$ cat src/core/startup_pkg.sv
// Purpose: Shared constants and types for the start-up and current limiter
// Assumes: APB with 32-bit data, one register per aligned word
// Notes: Serial values are five upper-case hexadecimal characters
package startup_pkg;
  // ---------------------------------------------------------------
  // Widths, full-scale and reset values
  // ---------------------------------------------------------------
  localparam int FREQ_W = 24;
  localparam int PH_W = 16;
  localparam int CUR_W = 20;
  localparam int AMP_W = 16;
  localparam int PCT_W = 7;
  localparam logic [CUR_W-1:0] CEIL_FULL = 20'hfffff;
  localparam logic [CUR_W-1:0] CEIL_RST = 20'hfffff;
  localparam logic [PH_W-1:0] PH_RST = 16'h0000;
  localparam logic [FREQ_W-1:0] SWEEP_RST = 24'h000000;
  localparam logic [AMP_W-1:0] AMP_MAX_RST = 16'hffff;
  localparam logic [PCT_W-1:0] PCT_FULL = 7'h64;
  localparam logic [1:0] THIRD = 2'h3;
  // ---------------------------------------------------------------
  // Register byte offsets
  // ---------------------------------------------------------------
  localparam logic [7:0] OFS_CTRL = 8'h00;
  localparam logic [7:0] OFS_PHASE = 8'h04;
  localparam logic [7:0] OFS_SWEEP = 8'h08;
  localparam logic [7:0] OFS_CEIL = 8'h0c;
  localparam logic [7:0] OFS_PEAK = 8'h10;
  localparam logic [7:0] OFS_STAT = 8'h14;
  localparam logic [7:0] OFS_AMP = 8'h18;
  localparam logic [7:0] OFS_IRQ = 8'h1c;
  localparam logic [7:0] OFS_MASK = 8'h20;
  // Interrupt bit positions
  localparam int EV_SCAN = 0;
  localparam int EV_LIMIT = 1;
  localparam int EV_FAULT = 2;
  localparam int EV_CMD = 3;
  localparam int EV_N = 4;
  // ---------------------------------------------------------------
  // Serial characters and framing
  // ---------------------------------------------------------------
  localparam logic [7:0] CH_PCT = 8'h25;
  localparam logic [7:0] CH_HASH = 8'h23;
  localparam logic [7:0] CH_CR = 8'h0d;
  localparam logic [31:0] CMD_WORD = 32'h25303641;
  localparam logic [31:0] RSP_WORD = 32'h23303241;
  localparam logic [3:0] LEN_QUERY = 4'h4;
  localparam logic [3:0] LEN_SET = 4'h9;
  localparam logic [3:0] RSP_LAST = 4'h9;
  // Start modes
  typedef enum logic [1:0] {
    MODE_PLAIN = 2'h0,
    MODE_RESUME = 2'h1,
    MODE_SAFE = 2'h2,
    MODE_ALWAYS = 2'h3
  } start_mode_e;
  typedef enum logic [3:0] {
    ST_IDLE = 4'h1,
    ST_SCAN = 4'h2,
    ST_SEEK = 4'h4,
    ST_RUN = 4'h8
  } seq_state_e;
  // Result handed back by the scan engine
  typedef struct packed {
    logic [PH_W-1:0] fs_min;
    logic [PH_W-1:0] fs_max;
    logic [FREQ_W-1:0] span;
  } scan_res_s;
endpackage

$ cat src/core/startup_ctrl.sv
// Purpose: Start-mode sequencer, load current limiter and ceiling protocol
// Assumes: One clock, inputs synchronous, scan and seek engines outside
// Notes: Contract
//
// Decided for this implementation: the register offsets and the APB interface to the registers.
`timescale 1ns/10ps
module startup_ctrl (
  // Clock and reset
  input wire logic ref_clk,
  input wire logic nrst,
  // APB slave
  input wire logic psel,
  input wire logic penable,
  input wire logic pwrite,
  input wire logic [7:0] paddr,
  input wire logic [31:0] pwdata,
  output logic [31:0] prdata,
  output logic pready,
  output logic pslverr,
  output logic irq,
  // Operator and engine handshakes
  input wire logic start_req,
  input wire logic stop_req,
  input wire logic safety_stop,
  input wire logic run_error,
  input wire logic scan_done,
  input wire startup_pkg::scan_res_s scan_res,
  input wire logic phase_locked,
  input wire logic good_freq_stb,
  input wire logic [startup_pkg::FREQ_W-1:0] good_freq,
  output logic scan_start,
  output logic seek_start,
  output logic [startup_pkg::FREQ_W-1:0] start_freq,
  output logic [startup_pkg::PH_W-1:0] phase_setpoint,
  output logic [startup_pkg::FREQ_W-1:0] span,
  output logic power_on,
  // Current and amplitude
  input wire logic [startup_pkg::CUR_W-1:0] load_current,
  input wire logic [startup_pkg::PCT_W-1:0] amp_req,
  output logic current_clamp,
  output logic [startup_pkg::AMP_W-1:0] amp_cmd,
  // Serial byte link
  input wire logic rx_valid,
  input wire logic [7:0] rx_data,
  output logic tx_valid,
  output logic [7:0] tx_data,
  input wire logic tx_ready
);
  import startup_pkg::*;

  // -----------------------------------------------------------------
  // Reset release
  // -----------------------------------------------------------------
  logic [1:0] rsync_q;
  logic rst_n;
  always_ff @(posedge ref_clk or negedge nrst) begin
    if (!nrst) rsync_q <= 2'h0;
    else rsync_q <= {rsync_q[0], 1'b1};
  end
  assign rst_n = rsync_q[1];

  // -----------------------------------------------------------------
  // Register bus
  // -----------------------------------------------------------------
  logic [1:0] mode_cfg_q;
  logic [PH_W-1:0] phase_man_q;
  logic [FREQ_W-1:0] sweep_q;
  logic [CUR_W-1:0] ceil_q, peak_q;
  logic [AMP_W-1:0] amp_min_q, amp_max_q;
  logic [EV_N-1:0] irq_st_q, irq_mask_q, ev;
  logic [31:0] rdata_d;
  logic acc, wr, rd, known, wait_q, rd_ld;
  logic ser_set;
  logic [CUR_W-1:0] ser_val;
  seq_state_e st_q;
  logic fresh_q, err_q;
  // One wait state so registered read data stands when pready is high
  assign acc = psel && penable;
  assign pready = acc && wait_q;
  assign wr = pready && pwrite;
  assign rd = pready && !pwrite;
  assign rd_ld = acc && !pwrite && !wait_q;
  assign known = (paddr <= OFS_MASK) && (paddr[1:0] == 2'h0);
  assign pslverr = pready && !known;
  // Wait-state toggle, low again after each completed access
  always_ff @(posedge ref_clk or negedge rst_n) begin
    if (!rst_n) wait_q <= 1'b0;
    else wait_q <= acc && !wait_q;
  end
  // Read selection
  assign rdata_d =
    (paddr == OFS_CTRL) ? {30'h0, mode_cfg_q} :
    (paddr == OFS_PHASE) ? {16'h0, phase_man_q} :
    (paddr == OFS_SWEEP) ? {8'h0, sweep_q} :
    (paddr == OFS_CEIL) ? {12'h0, ceil_q} :
    (paddr == OFS_PEAK) ? {12'h0, peak_q} :
    (paddr == OFS_STAT) ? {phase_setpoint, 10'h0, err_q, fresh_q, st_q} :
    (paddr == OFS_AMP) ? {amp_max_q, amp_min_q} :
    (paddr == OFS_IRQ) ? {28'h0, irq_st_q} :
    (paddr == OFS_MASK) ? {28'h0, irq_mask_q} : 32'h0;
  // Control registers
  always_ff @(posedge ref_clk or negedge rst_n) begin
    if (!rst_n) begin
      mode_cfg_q <= 2'h0;
      phase_man_q <= PH_RST;
      sweep_q <= SWEEP_RST;
      amp_min_q <= 16'h0000;
      amp_max_q <= AMP_MAX_RST;
      irq_mask_q <= 4'h0;
      prdata <= 32'h0;
    end else begin
      if (rd_ld) prdata <= rdata_d;
      if (wr && paddr == OFS_CTRL) mode_cfg_q <= pwdata[1:0];
      if (wr && paddr == OFS_PHASE) phase_man_q <= pwdata[PH_W-1:0];
      if (wr && paddr == OFS_SWEEP) sweep_q <= pwdata[FREQ_W-1:0];
      if (wr && paddr == OFS_AMP) begin
        amp_min_q <= pwdata[15:0];
        amp_max_q <= pwdata[31:16];
      end
      if (wr && paddr == OFS_MASK) irq_mask_q <= pwdata[EV_N-1:0];
    end
  end
  // Ceiling from bus or serial set word
  always_ff @(posedge ref_clk or negedge rst_n) begin
    if (!rst_n) ceil_q <= CEIL_RST;
    else if (ser_set) ceil_q <= ser_val;
    else if (wr && paddr == OFS_CEIL) ceil_q <= pwdata[CUR_W-1:0];
  end

  // -----------------------------------------------------------------
  // Interrupts: sticky, read clears, new event wins
  // -----------------------------------------------------------------
  logic rd_irq;
  assign rd_irq = rd && paddr == OFS_IRQ;
  always_ff @(posedge ref_clk or negedge rst_n) begin
    if (!rst_n) irq_st_q <= 4'h0;
    else irq_st_q <= (rd_irq ? 4'h0 : irq_st_q) | ev;
  end
  assign irq = |(irq_st_q & irq_mask_q);

  // -----------------------------------------------------------------
  // Start sequencer
  // -----------------------------------------------------------------
  start_mode_e mode_q;
  logic start_go, need_scan, resume_ok, good_vld_q;
  logic [FREQ_W-1:0] good_q;
  logic [PH_W-1:0] fs_diff, fs_calc;
  assign start_go = start_req && st_q == ST_IDLE;
  // Mode as it will be latched by this start
  assign need_scan = (start_mode_e'(mode_cfg_q) == MODE_ALWAYS) ||
    (start_mode_e'(mode_cfg_q) == MODE_SAFE && (fresh_q || err_q));
  assign resume_ok = start_mode_e'(mode_cfg_q) == MODE_RESUME &&
    !fresh_q && good_vld_q;
  assign fs_diff = scan_res.fs_max - scan_res.fs_min;
  assign fs_calc = scan_res.fs_min + fs_diff / PH_W'(THIRD);
  assign ev = {start_go && rx_valid && 1'b0 || ser_set,
               safety_stop, current_clamp, st_q == ST_SCAN && scan_done};
  always_ff @(posedge ref_clk or negedge rst_n) begin
    if (!rst_n) begin
      st_q <= ST_IDLE;
      mode_q <= MODE_PLAIN;
      fresh_q <= 1'b1;
      err_q <= 1'b0;
      scan_start <= 1'b0;
      seek_start <= 1'b0;
      start_freq <= SWEEP_RST;
      phase_setpoint <= PH_RST;
      span <= SWEEP_RST;
      good_q <= SWEEP_RST;
      good_vld_q <= 1'b0;
    end else begin
      scan_start <= 1'b0;
      seek_start <= 1'b0;
      if (safety_stop) begin
        st_q <= ST_IDLE;
        fresh_q <= 1'b1;
        err_q <= 1'b1;
      end else begin
        unique case (st_q)
          ST_IDLE: if (start_go) begin
            mode_q <= start_mode_e'(mode_cfg_q);
            start_freq <= resume_ok ? good_q : sweep_q;
            if (need_scan) begin
              st_q <= ST_SCAN;
              scan_start <= 1'b1;
            end else begin
              st_q <= ST_SEEK;
              seek_start <= 1'b1;
              if (start_mode_e'(mode_cfg_q) inside {MODE_PLAIN, MODE_RESUME})
                phase_setpoint <= phase_man_q;
            end
          end
          ST_SCAN: if (scan_done) begin
            phase_setpoint <= fs_calc;
            span <= scan_res.span;
            err_q <= 1'b0;
            st_q <= ST_SEEK;
            seek_start <= 1'b1;
            start_freq <= sweep_q;
          end
          ST_SEEK: if (phase_locked) begin
            st_q <= ST_RUN;
            fresh_q <= 1'b0;
          end
          ST_RUN: if (stop_req) st_q <= ST_IDLE;
        endcase
        // Errors of this cycle force a rescan at the next start in safe mode
        if (run_error && st_q != ST_IDLE) err_q <= 1'b1;
      end
      if (good_freq_stb && st_q == ST_RUN) begin
        good_q <= good_freq;
        good_vld_q <= 1'b1;
      end
    end
  end
  assign power_on = st_q == ST_RUN;

  // -----------------------------------------------------------------
  // Current limit, peak and amplitude scaling
  // -----------------------------------------------------------------
  logic [AMP_W-1:0] amp_diff;
  logic [AMP_W+PCT_W-1:0] amp_prod;
  logic [PCT_W-1:0] pct;
  assign current_clamp = (ceil_q != CEIL_FULL) &&
    (load_current > ceil_q);
  assign pct = (amp_req > PCT_FULL) ? PCT_FULL : amp_req;
  assign amp_diff = amp_max_q - amp_min_q;
  assign amp_prod = amp_diff * pct;
  always_ff @(posedge ref_clk or negedge rst_n) begin
    if (!rst_n) begin
      peak_q <= 20'h0;
      amp_cmd <= 16'h0;
    end else begin
      if (wr && paddr == OFS_PEAK) peak_q <= 20'h0;
      else if (st_q != ST_IDLE && load_current > peak_q)
        peak_q <= load_current;
      amp_cmd <= amp_min_q +
        AMP_W'(amp_prod / (AMP_W+PCT_W)'(PCT_FULL));
    end
  end

  // -----------------------------------------------------------------
  // Serial ceiling protocol
  // -----------------------------------------------------------------
  logic [71:0] rx_sr_q;
  logic [3:0] rx_len_q, tx_idx_q;
  logic [CUR_W-1:0] tx_val_q;
  logic tx_busy_q, is_cr, q_ok, s_ok, hex_ok;
  logic [4:0] hex_v;
  logic [CUR_W-1:0] hex_val;
  // Per-character hex decode of the five value characters
  for (genvar i = 0; i < 5; i++) begin : g_hex
    logic [7:0] c;
    assign c = rx_sr_q[8*i +: 8];
    assign hex_v[i] = (c >= 8'h30 && c <= 8'h39) || (c >= 8'h41 && c <= 8'h46);
    assign hex_val[4*i +: 4] = (c <= 8'h39) ? c[3:0] : 4'(c[3:0] + 4'h9);
  end
  assign hex_ok = &hex_v;
  assign is_cr = rx_valid && rx_data == CH_CR;
  assign q_ok = rx_len_q == LEN_QUERY && rx_sr_q[31:0] == CMD_WORD;
  assign s_ok = rx_len_q == LEN_SET && rx_sr_q[71:40] == CMD_WORD && hex_ok;
  assign ser_set = is_cr && s_ok;
  assign ser_val = hex_val;
  always_ff @(posedge ref_clk or negedge rst_n) begin
    if (!rst_n) begin
      rx_sr_q <= 72'h0;
      rx_len_q <= 4'h0;
    end else if (rx_valid) begin
      rx_sr_q <= {rx_sr_q[63:0], rx_data};
      if (rx_data == CH_PCT) rx_len_q <= 4'h1;
      else if (is_cr) rx_len_q <= 4'h0;
      else if (rx_len_q != 4'h0 && rx_len_q < 4'ha) rx_len_q <= rx_len_q + 4'h1;
    end
  end
  // Reply: response word, five hex chars, carriage return
  function automatic logic [7:0] to_hex(input logic [3:0] n);
    to_hex = (n < 4'ha) ? {4'h3, n} : 8'(8'h37 + {4'h0, n});
  endfunction
  // Next character: index plus one while tx_valid is high, else the current one
  logic [7:0] tx_ch;
  logic [3:0] tx_sel;
  assign tx_sel = tx_idx_q + {3'h0, tx_valid};
  assign tx_ch = (tx_sel < 4'h4) ? RSP_WORD[8*(3-tx_sel) +: 8] :
    (tx_sel == RSP_LAST) ? CH_CR :
    to_hex(tx_val_q[4*(8-tx_sel) +: 4]);
  always_ff @(posedge ref_clk or negedge rst_n) begin
    if (!rst_n) begin
      tx_busy_q <= 1'b0;
      tx_idx_q <= 4'h0;
      tx_val_q <= 20'h0;
      tx_valid <= 1'b0;
      tx_data <= 8'h0;
    end else if (!tx_busy_q) begin
      if (is_cr && q_ok) begin
        tx_busy_q <= 1'b1;
        tx_val_q <= ceil_q;
        tx_idx_q <= 4'h0;
      end
    end else if (!tx_valid || tx_ready) begin
      if (tx_valid && tx_idx_q == RSP_LAST) begin
        tx_busy_q <= 1'b0;
        tx_valid <= 1'b0;
      end else begin
        tx_valid <= 1'b1;
        tx_data <= tx_ch;
        if (tx_valid) tx_idx_q <= tx_idx_q + 4'h1;
      end
    end
  end

  // -----------------------------------------------------------------
  // Checks
  // -----------------------------------------------------------------
  mode_hold_a: assert property (@(posedge ref_clk) disable iff (!rst_n)
    !$past(start_go) |-> mode_q == $past(mode_q))
    else $error("start mode changed without a start");
  always_scan_a: assert property (@(posedge ref_clk) disable iff (!rst_n)
    start_go && !safety_stop && mode_cfg_q == MODE_ALWAYS |=> scan_start)
    else $error("always-scan start without scan");
  plain_sweep_a: assert property (@(posedge ref_clk) disable iff (!rst_n)
    start_go && !safety_stop && mode_cfg_q == MODE_PLAIN
    |=> seek_start && start_freq == $past(sweep_q))
    else $error("plain start not at sweep start");
  clamp_rule_a: assert property (@(posedge ref_clk) disable iff (!rst_n)
    current_clamp == (load_current > ceil_q && ceil_q != CEIL_FULL))
    else $error("clamp does not follow ceiling");
  peak_keep_a: assert property (@(posedge ref_clk) disable iff (!rst_n)
    st_q != ST_IDLE && !(wr && paddr == OFS_PEAK) |=> peak_q >= $past(load_current))
    else $error("peak missed a higher current");
  set_store_a: assert property (@(posedge ref_clk) disable iff (!rst_n)
    ser_set |=> ceil_q == $past(hex_val))
    else $error("set word not stored");
  reply_head_a: assert property (@(posedge ref_clk) disable iff (!rst_n)
    !tx_busy_q && is_cr && q_ok |-> ##2 tx_valid && tx_data == CH_HASH)
    else $error("reply does not open with response word");
  third_calc_a: assert property (@(posedge ref_clk) disable iff (!rst_n)
    st_q == ST_SCAN && scan_done && !safety_stop |=> phase_setpoint == $past(fs_calc)
    && seek_start)
    else $error("setpoint not taken from scan");
endmodule

$ cat config.mk
export PLATFORM = sky130hd
export DESIGN_NAME = startup_ctrl
export DESIGN_NICKNAME = d
export VERILOG_FILES = /design/src/core/startup_pkg.sv /design/src/core/startup_ctrl.sv
export SDC_FILE = /design/constraint.sdc
export NUM_CORES = 1
export LEC_CHECK = 0
export BUFFER_PORTS_ARGS = -buffer_cell sky130_fd_sc_hd__buf_2
export CAP_MARGIN = 5
export CORE_UTILIZATION = 32
export CTS_BUF_LIST = sky130_fd_sc_hd__clkbuf_4 sky130_fd_sc_hd__clkbuf_8
export CTS_CLUSTER_DIAMETER = 60
export DETAILED_ROUTE_END_ITERATION = 12
export HOLD_SLACK_MARGIN = 0.05
export PLACE_DENSITY = 0.51
export SLEW_MARGIN = 5
export SYNTH_ARGS = -nofsm -noshare
export SYNTH_HDL_FRONTEND = slang
export SYNTH_SLANG_ARGS = --single-unit
$ cat constraint.sdc
create_clock -name ref_clk -period 16.3 [get_ports ref_clk]
set_clock_uncertainty 0.1 [all_clocks]
set_input_delay 4.89 -clock ref_clk [delete_from_list [all_inputs] [get_ports ref_clk]]
set_output_delay 4.89 -clock ref_clk [all_outputs]
set_load 0.02 [all_outputs]
# Word level (Yosys, flattened, before mapping)
# Index checks and enable logic that the tools add are counted.
dict set report word_totals {
  output_inout_bits 128
  regBits 380
  input_bits 169
  word_cells 269
}
dict set report op_classes {
  n_div 2
  reduce_logical 84
  n_eq_ne 36
  n_shift 2
  n_lt_le_gt_ge 27
  n_mul 1
  n_bitwise 5
  add_sub_neg 15
  muxes 67
}
# cell count
set op_table {}
lappend op_table {{two-way mux 32 bit} 7}
lappend op_table {{two-way mux 4 bit} 21}
lappend op_table {{two-way mux 20 bit} 4}
lappend op_table {{two-way mux 24 bit} 3}
lappend op_table {{equality test 32 x 30 -> 1 bit (second input constant)} 2}
lappend op_table {{two-way mux 16 bit} 4}
lappend op_table {{<= comparator 8 x 6 -> 1 bit (second input constant)} 6}
lappend op_table {{one-hot mux 24 bit (2 select lines)} 1}
lappend op_table {{logical AND 1 bit} 44}
lappend op_table {{>= comparator 8 x 6 -> 1 bit (second input constant)} 5}
lappend op_table {{>= comparator 8 x 7 -> 1 bit (second input constant)} 5}
lappend op_table {{> comparator 20 bit} 2}
lappend op_table {{<= comparator 8 x 7 -> 1 bit (second input constant)} 5}
lappend op_table {{indexed part select 20 x 33 -> 4 bit} 1}
lappend op_table {{indexed part select 32 x 33 -> 8 bit (first input constant)} 1}
lappend op_table {{adder 16 bit} 2}
lappend op_table {{equality test 8 x 5 -> 1 bit (second input constant)} 4}
lappend op_table {{one-hot mux 16 bit (2 select lines)} 1}
lappend op_table {{subtractor 16 bit} 2}
lappend op_table {{equality test 8 x 4 -> 1 bit (second input constant)} 3}
lappend op_table {{divider 23 x 7 -> 23 bit (second input constant)} 1}
lappend op_table {{multiplier 16 x 7 -> 23 bit} 1}
lappend op_table {{two-way mux 7 bit} 3}
lappend op_table {{adder 4 bit (second input constant)} 5}
lappend op_table {{43 further kinds} 106}

# Logic depth before layout (Yosys ltp)
dict set report depth {
  word_depth 10
  mapped_depth 90
  depth_no_buf 80
}

# Worst setup path before layout
# OpenSTA, ideal clock, no wires.
dict set report synth_path {
  path_type {in2reg}
  startpoint {in amp_req[4] (netlist bit)}
  endpoint {reg amp_cmd[15] (netlist bit)}
  setup_ns 0.080
  t_required_ns 16.120
  slack_ns -4.317
  arrival_time_ns 20.437
  path_stages 70
  n_path_buf 7
  path_cell_list {o311ai_0 nand2_1 clkbuf_1 nor2_1 fa_1 fa_1 fa_1 inv_1 fa_1 inv_1 ha_1 buf_4 o211ai_1 a21o_1 a2111o_1 a21o_1 a211o_1 buf_4 [34 not listed] o2111ai_1 nand4_1 ha_1 a21o_1 a21oi_1 o21bai_1 a21oi_1 o21bai_1 a21oi_1 o21bai_1 a21oi_1 o21bai_1 a21oi_1 o21bai_1 a21oi_1 o21bai_1 a21oi_1 xnor2_1}
}
dict set report synth_via {
  elab_chain_len 5
}
# element line
set synth_rtl {}
lappend synth_rtl {{start, declared} startup_ctrl.sv:39} ;# input wire logic [startup_pkg::PCT_W-1:0] amp_req,
lappend synth_rtl {{> comparator 7 bit} startup_ctrl.sv:226} ;# assign pct = (amp_req > PCT_FULL) ? PCT_FULL : amp_req;
lappend synth_rtl {{two-way mux 7 bit (*)} startup_ctrl.sv:226}
lappend synth_rtl {{multiplier 16 x 7 -> 23 bit (*)} startup_ctrl.sv:228} ;# assign amp_prod = amp_diff * pct;
lappend synth_rtl {{divider 23 x 7 -> 23 bit (*)} startup_ctrl.sv:238} ;# AMP_W'(amp_prod / (AMP_W+PCT_W)'(PCT_FULL));
lappend synth_rtl {{adder 16 bit (*)} startup_ctrl.sv:237} ;# amp_cmd <= amp_min_q +
lappend synth_rtl {{end signal, assigned} startup_ctrl.sv:237}
lappend synth_rtl {{end, declared} startup_ctrl.sv:41} ;# output logic [startup_pkg::AMP_W-1:0] amp_cmd,
# Every way passes the cells marked *; elsewhere a longest branch is shown, timed or not.
# A chain may end at the register's enable or synchronous reset.

# Worst setup path after layout
# Ends and elaborated chain as after synthesis.

==> summary.md <==
| Metric | Value |
|---|---|
| Status | `complete, but fails checks` |
| Failing checks | `negative setup slack` |
| HPWL Detailed | `77200 microns` |
| CP arrival | `20020 ps` |
| Total Die Area | `90500 sq um` |
| Synth Cell Area | `28600 sq um` |
| Antenna viol nets, final | `0` |
| Number of global-route vias before repair | `25700` |
| Htree depth | `3` |
| Total Wirelength | `99000 microns` |
| FFs w/ async S/R, synth | `100%` |
| Unrepaired setup endpoints after global routing | `true` |
| Fin crit period | `19530 ps` |
| Largest family of logic cells by synthesized area | `compound AO/OA/AOI/OAI gates` |
| Post-Synthesis Net Count | `approximately 3500` |
| Simple logic cell fraction of the synthesized area | `14.9%` |
| Sink Count | `379` |
| Final Setup Violations | `16` |
| Tightest Hold Check Type | `flop to async pin` |
| Required time worst endpoint | `16790 ps` |
| GP Congestion | `0.914` |
| GRT Overall Usage | `21.5%` |
| Ranking of synthesized cells by area | `dfrtp_1 30%, mux2_2 7.8%, ha_1 7.4%, fa_1 5.1%, nor2_1 3.9%` |
| Share of cells above drive strength 1 | `38.0%` |
| Xor and xnor area share after synthesis | `3.98%` |
| Crit path top cell by count | `a21oi_2` |
| Seq/Total Area, Yosys | `approximately 33%` |
| Kind of critical path | `input port to flop` |
| Initial antenna violation count | `19` |
| Hold-fix buffers at CTS | `0` |
| Area leader, netlist | `dfrtp_1` |
| WL per Instance | `between 15 and 20 microns` |
| Largest net degree at the start of global routing | `around 170` |
| Max-cap violations | `0` |
| GRT Residual Overflow | `0` |
| Final hold violations | `0` |
| Slew margin rel. | `between 20 and 25%` |
| Rows | `about 110` |
| Post-synth EDFFs | `0` |
| Total CTS buffers | `72` |
| Critical path peak fanout | `7` |
| Core ar. | `88400 sq um` |
| Reg clk slew, reported paths | `~60 ps` |
| Synth Area per Inst | `~9.3 sq um` |
| Mux cell area share after synthesis | `11.6%` |
| Fmax | `51.2 MHz` |
| Final Util | `43.5%` |
| Top_reg_cell synth | `dfrtp_1` |
| Initial core utilization | `32.3%` |
| I/O Pins | `297` |
| Via count | `~26000` |
| Drt drc | `0` |
| Crit end category | `flop` |
| CP max-delay cell | `or4_4` |
| Post-Synth Adder-Cell Area | `about 13%` |
| Global-route wire length before repair | `around 150000 microns` |
| Die width | `301 microns` |
| Drt first pass iters | `8` |
| Warning count from the yosys run | `0` |
| Placed cell area | `around 35000 sq um` |
| Synthesis-to-layout area growth | `34.5%` |
| Longest Clk Path Bufs | `3` |
| CP peak stage delay | `570 ps` |
| TritonCTS clock tree | `yes` |
| CP startpoint kind | `input port` |
| Period utilization | `120%` |
| Commonest non-fill, non-tap cell in the layout | `buf_4` |
| Detailed Route Iter0 Violations | `1667` |
| Nets | `4280` |
| Commonest non-fill, non-tap cells in the layout | `529 x buf_4, 340 x dfrtp_1, 291 x buf_2` |
| Vias/cell | `5.17` |
| Max-slew violations | `0` |
| Measured slew at the worst slew-check pin | `between 1000 and 1500 ps` |
| Number of port buffers | `slightly below 300` |
| Synthesis-stage register bit count | `379` |
| Insertion delay to the later sink of the worst-skew pair | `680 ps` |
| Setup ws final | `-3230 ps` |
| Clock root cell | `clkbuf_8` |
| Cells after synthesis | `~3000` |
| TNS Setup | `-39930 ps` |
| Die height | `301 microns` |
| WHS | `slightly above 200 ps` |
| Area share of the leading cell type in the synthesized netlist | `around 30%` |
| Synth Area in Compound Gates | `19.2%` |
| Final Instance Area | `between 30000 and 40000 sq um` |
| Netlist cell types | `115` |
-- kinds of logic (layout without fill, tap and decap cells) --
group,after synthesis,after routing
simple gates,893,893
compound gates,800,800
flops,379,379
buf+inv,319,1178
mux,300,300
fa+ha+maj,244,244
xor+xnor,130,130
other cells,2,7
-- metrics by stage --
stage	worst slack, ps	instances
2_1_floorplan	-3530	3067
3_3_place_gp	-4340	4879
3_5_place_dp	-4440	4879
4_1_cts	-3050	5064
5_1_grt	-4030	5094
6_report	-3230	5096
-- per-layer routing --
| metal | GRT usage (%) | up-vias | share of wire [%] |
|---|---|---|---|
| met2 | 33.2 | 700 | 44 |
| met5 | 0 | - | 0.064 |
| met4 | 4.71 | 10 | 1.9 |
| li1 | - | 12700 | - |
| met1 | 31.0 | 12800 | 47 |
| met3 | 4.21 | 132 | 6.6 |
-- state kept, by name, indices dropped and copies added (netlist names), 24 cells and up --
| signal | count |
|---|---|
| good_q | 24 |
| prdata | 32 |
| rx_sr_q | 72 |
| span | 24 |
| start_freq | 24 |
| sweep_q | 24 |
-- worst max-delay path: cells and delay by family --
kind            cells  cell delay (ps)
simple gates       16             4040
buf+inv            12             1450
fa+ha+maj           6             2470
compound gates     36             6540
xor+xnor            1              130
mux                 2              450
-- worst paths after layout --
check                              end  cells past startpoint  slack (ps)    startpoint
max in group asynchronous   rsync_q[1]                      1       12090          nrst
min reg2reg                    st_q[3]                      0         200    rsync_q[1]
max reg2reg                amp_cmd[15]                     82       -1810  amp_max_q[2]
max                        amp_cmd[15]                     73       -3230    amp_req[4]
min                            st_q[3]                      0         200    rsync_q[1]
min in group ref_clk        rsync_q[1]                      0         250    rsync_q[0]
-- repair_timing --
action,in CTS,in global routing
pin swaps,119,38
gates resized for setup,144,91
buffers inserted,54,28
endpoints found under the setup margin,16,18
endpoints found under the hold margin,0,0
-- synthesized netlist by cell type, types with 19 or more instances --
cell,instances
a31oi_1,19
ha_1,170
and3_1,23
nand2b_1,33
nor2_1,300
nand2_1,247
a21oi_1,200
and2_1,22
mux2i_1,94
a22oi_1,32
xnor2_1,88
nand3_1,74
a211oi_1,35
a21o_1,65
xor2_1,42
mux2_2,199
buf_2,20
clkbuf_1,101
o21bai_1,28
inv_1,188
nand4_1,31
fa_1,73
dfrtp_1,341
nor3_1,46
o21ai_0,160
dfstp_2,38
-- final cells by class --
| class | instances | area (sq um) |
|---|---|---|
| Sequential cell | 379 | 9540 |
| Multi-Input combinational cell | 2369 | 19200 |
| Inverter | 188 | 706 |
| Antenna cell | 5 | 12.5 |
| Clock inverter | 20 | 185 |
| Tap cell | 1165 | 1460 |
| Clock buffer | 112 | 1420 |
| Timing Repair Buffer | 858 | 5980 |
| Fill cell | 8774 | 49900 |
Power is not shown: default switching activity piles up to over one toggle a cycle in this logic, so the estimate is an artifact.
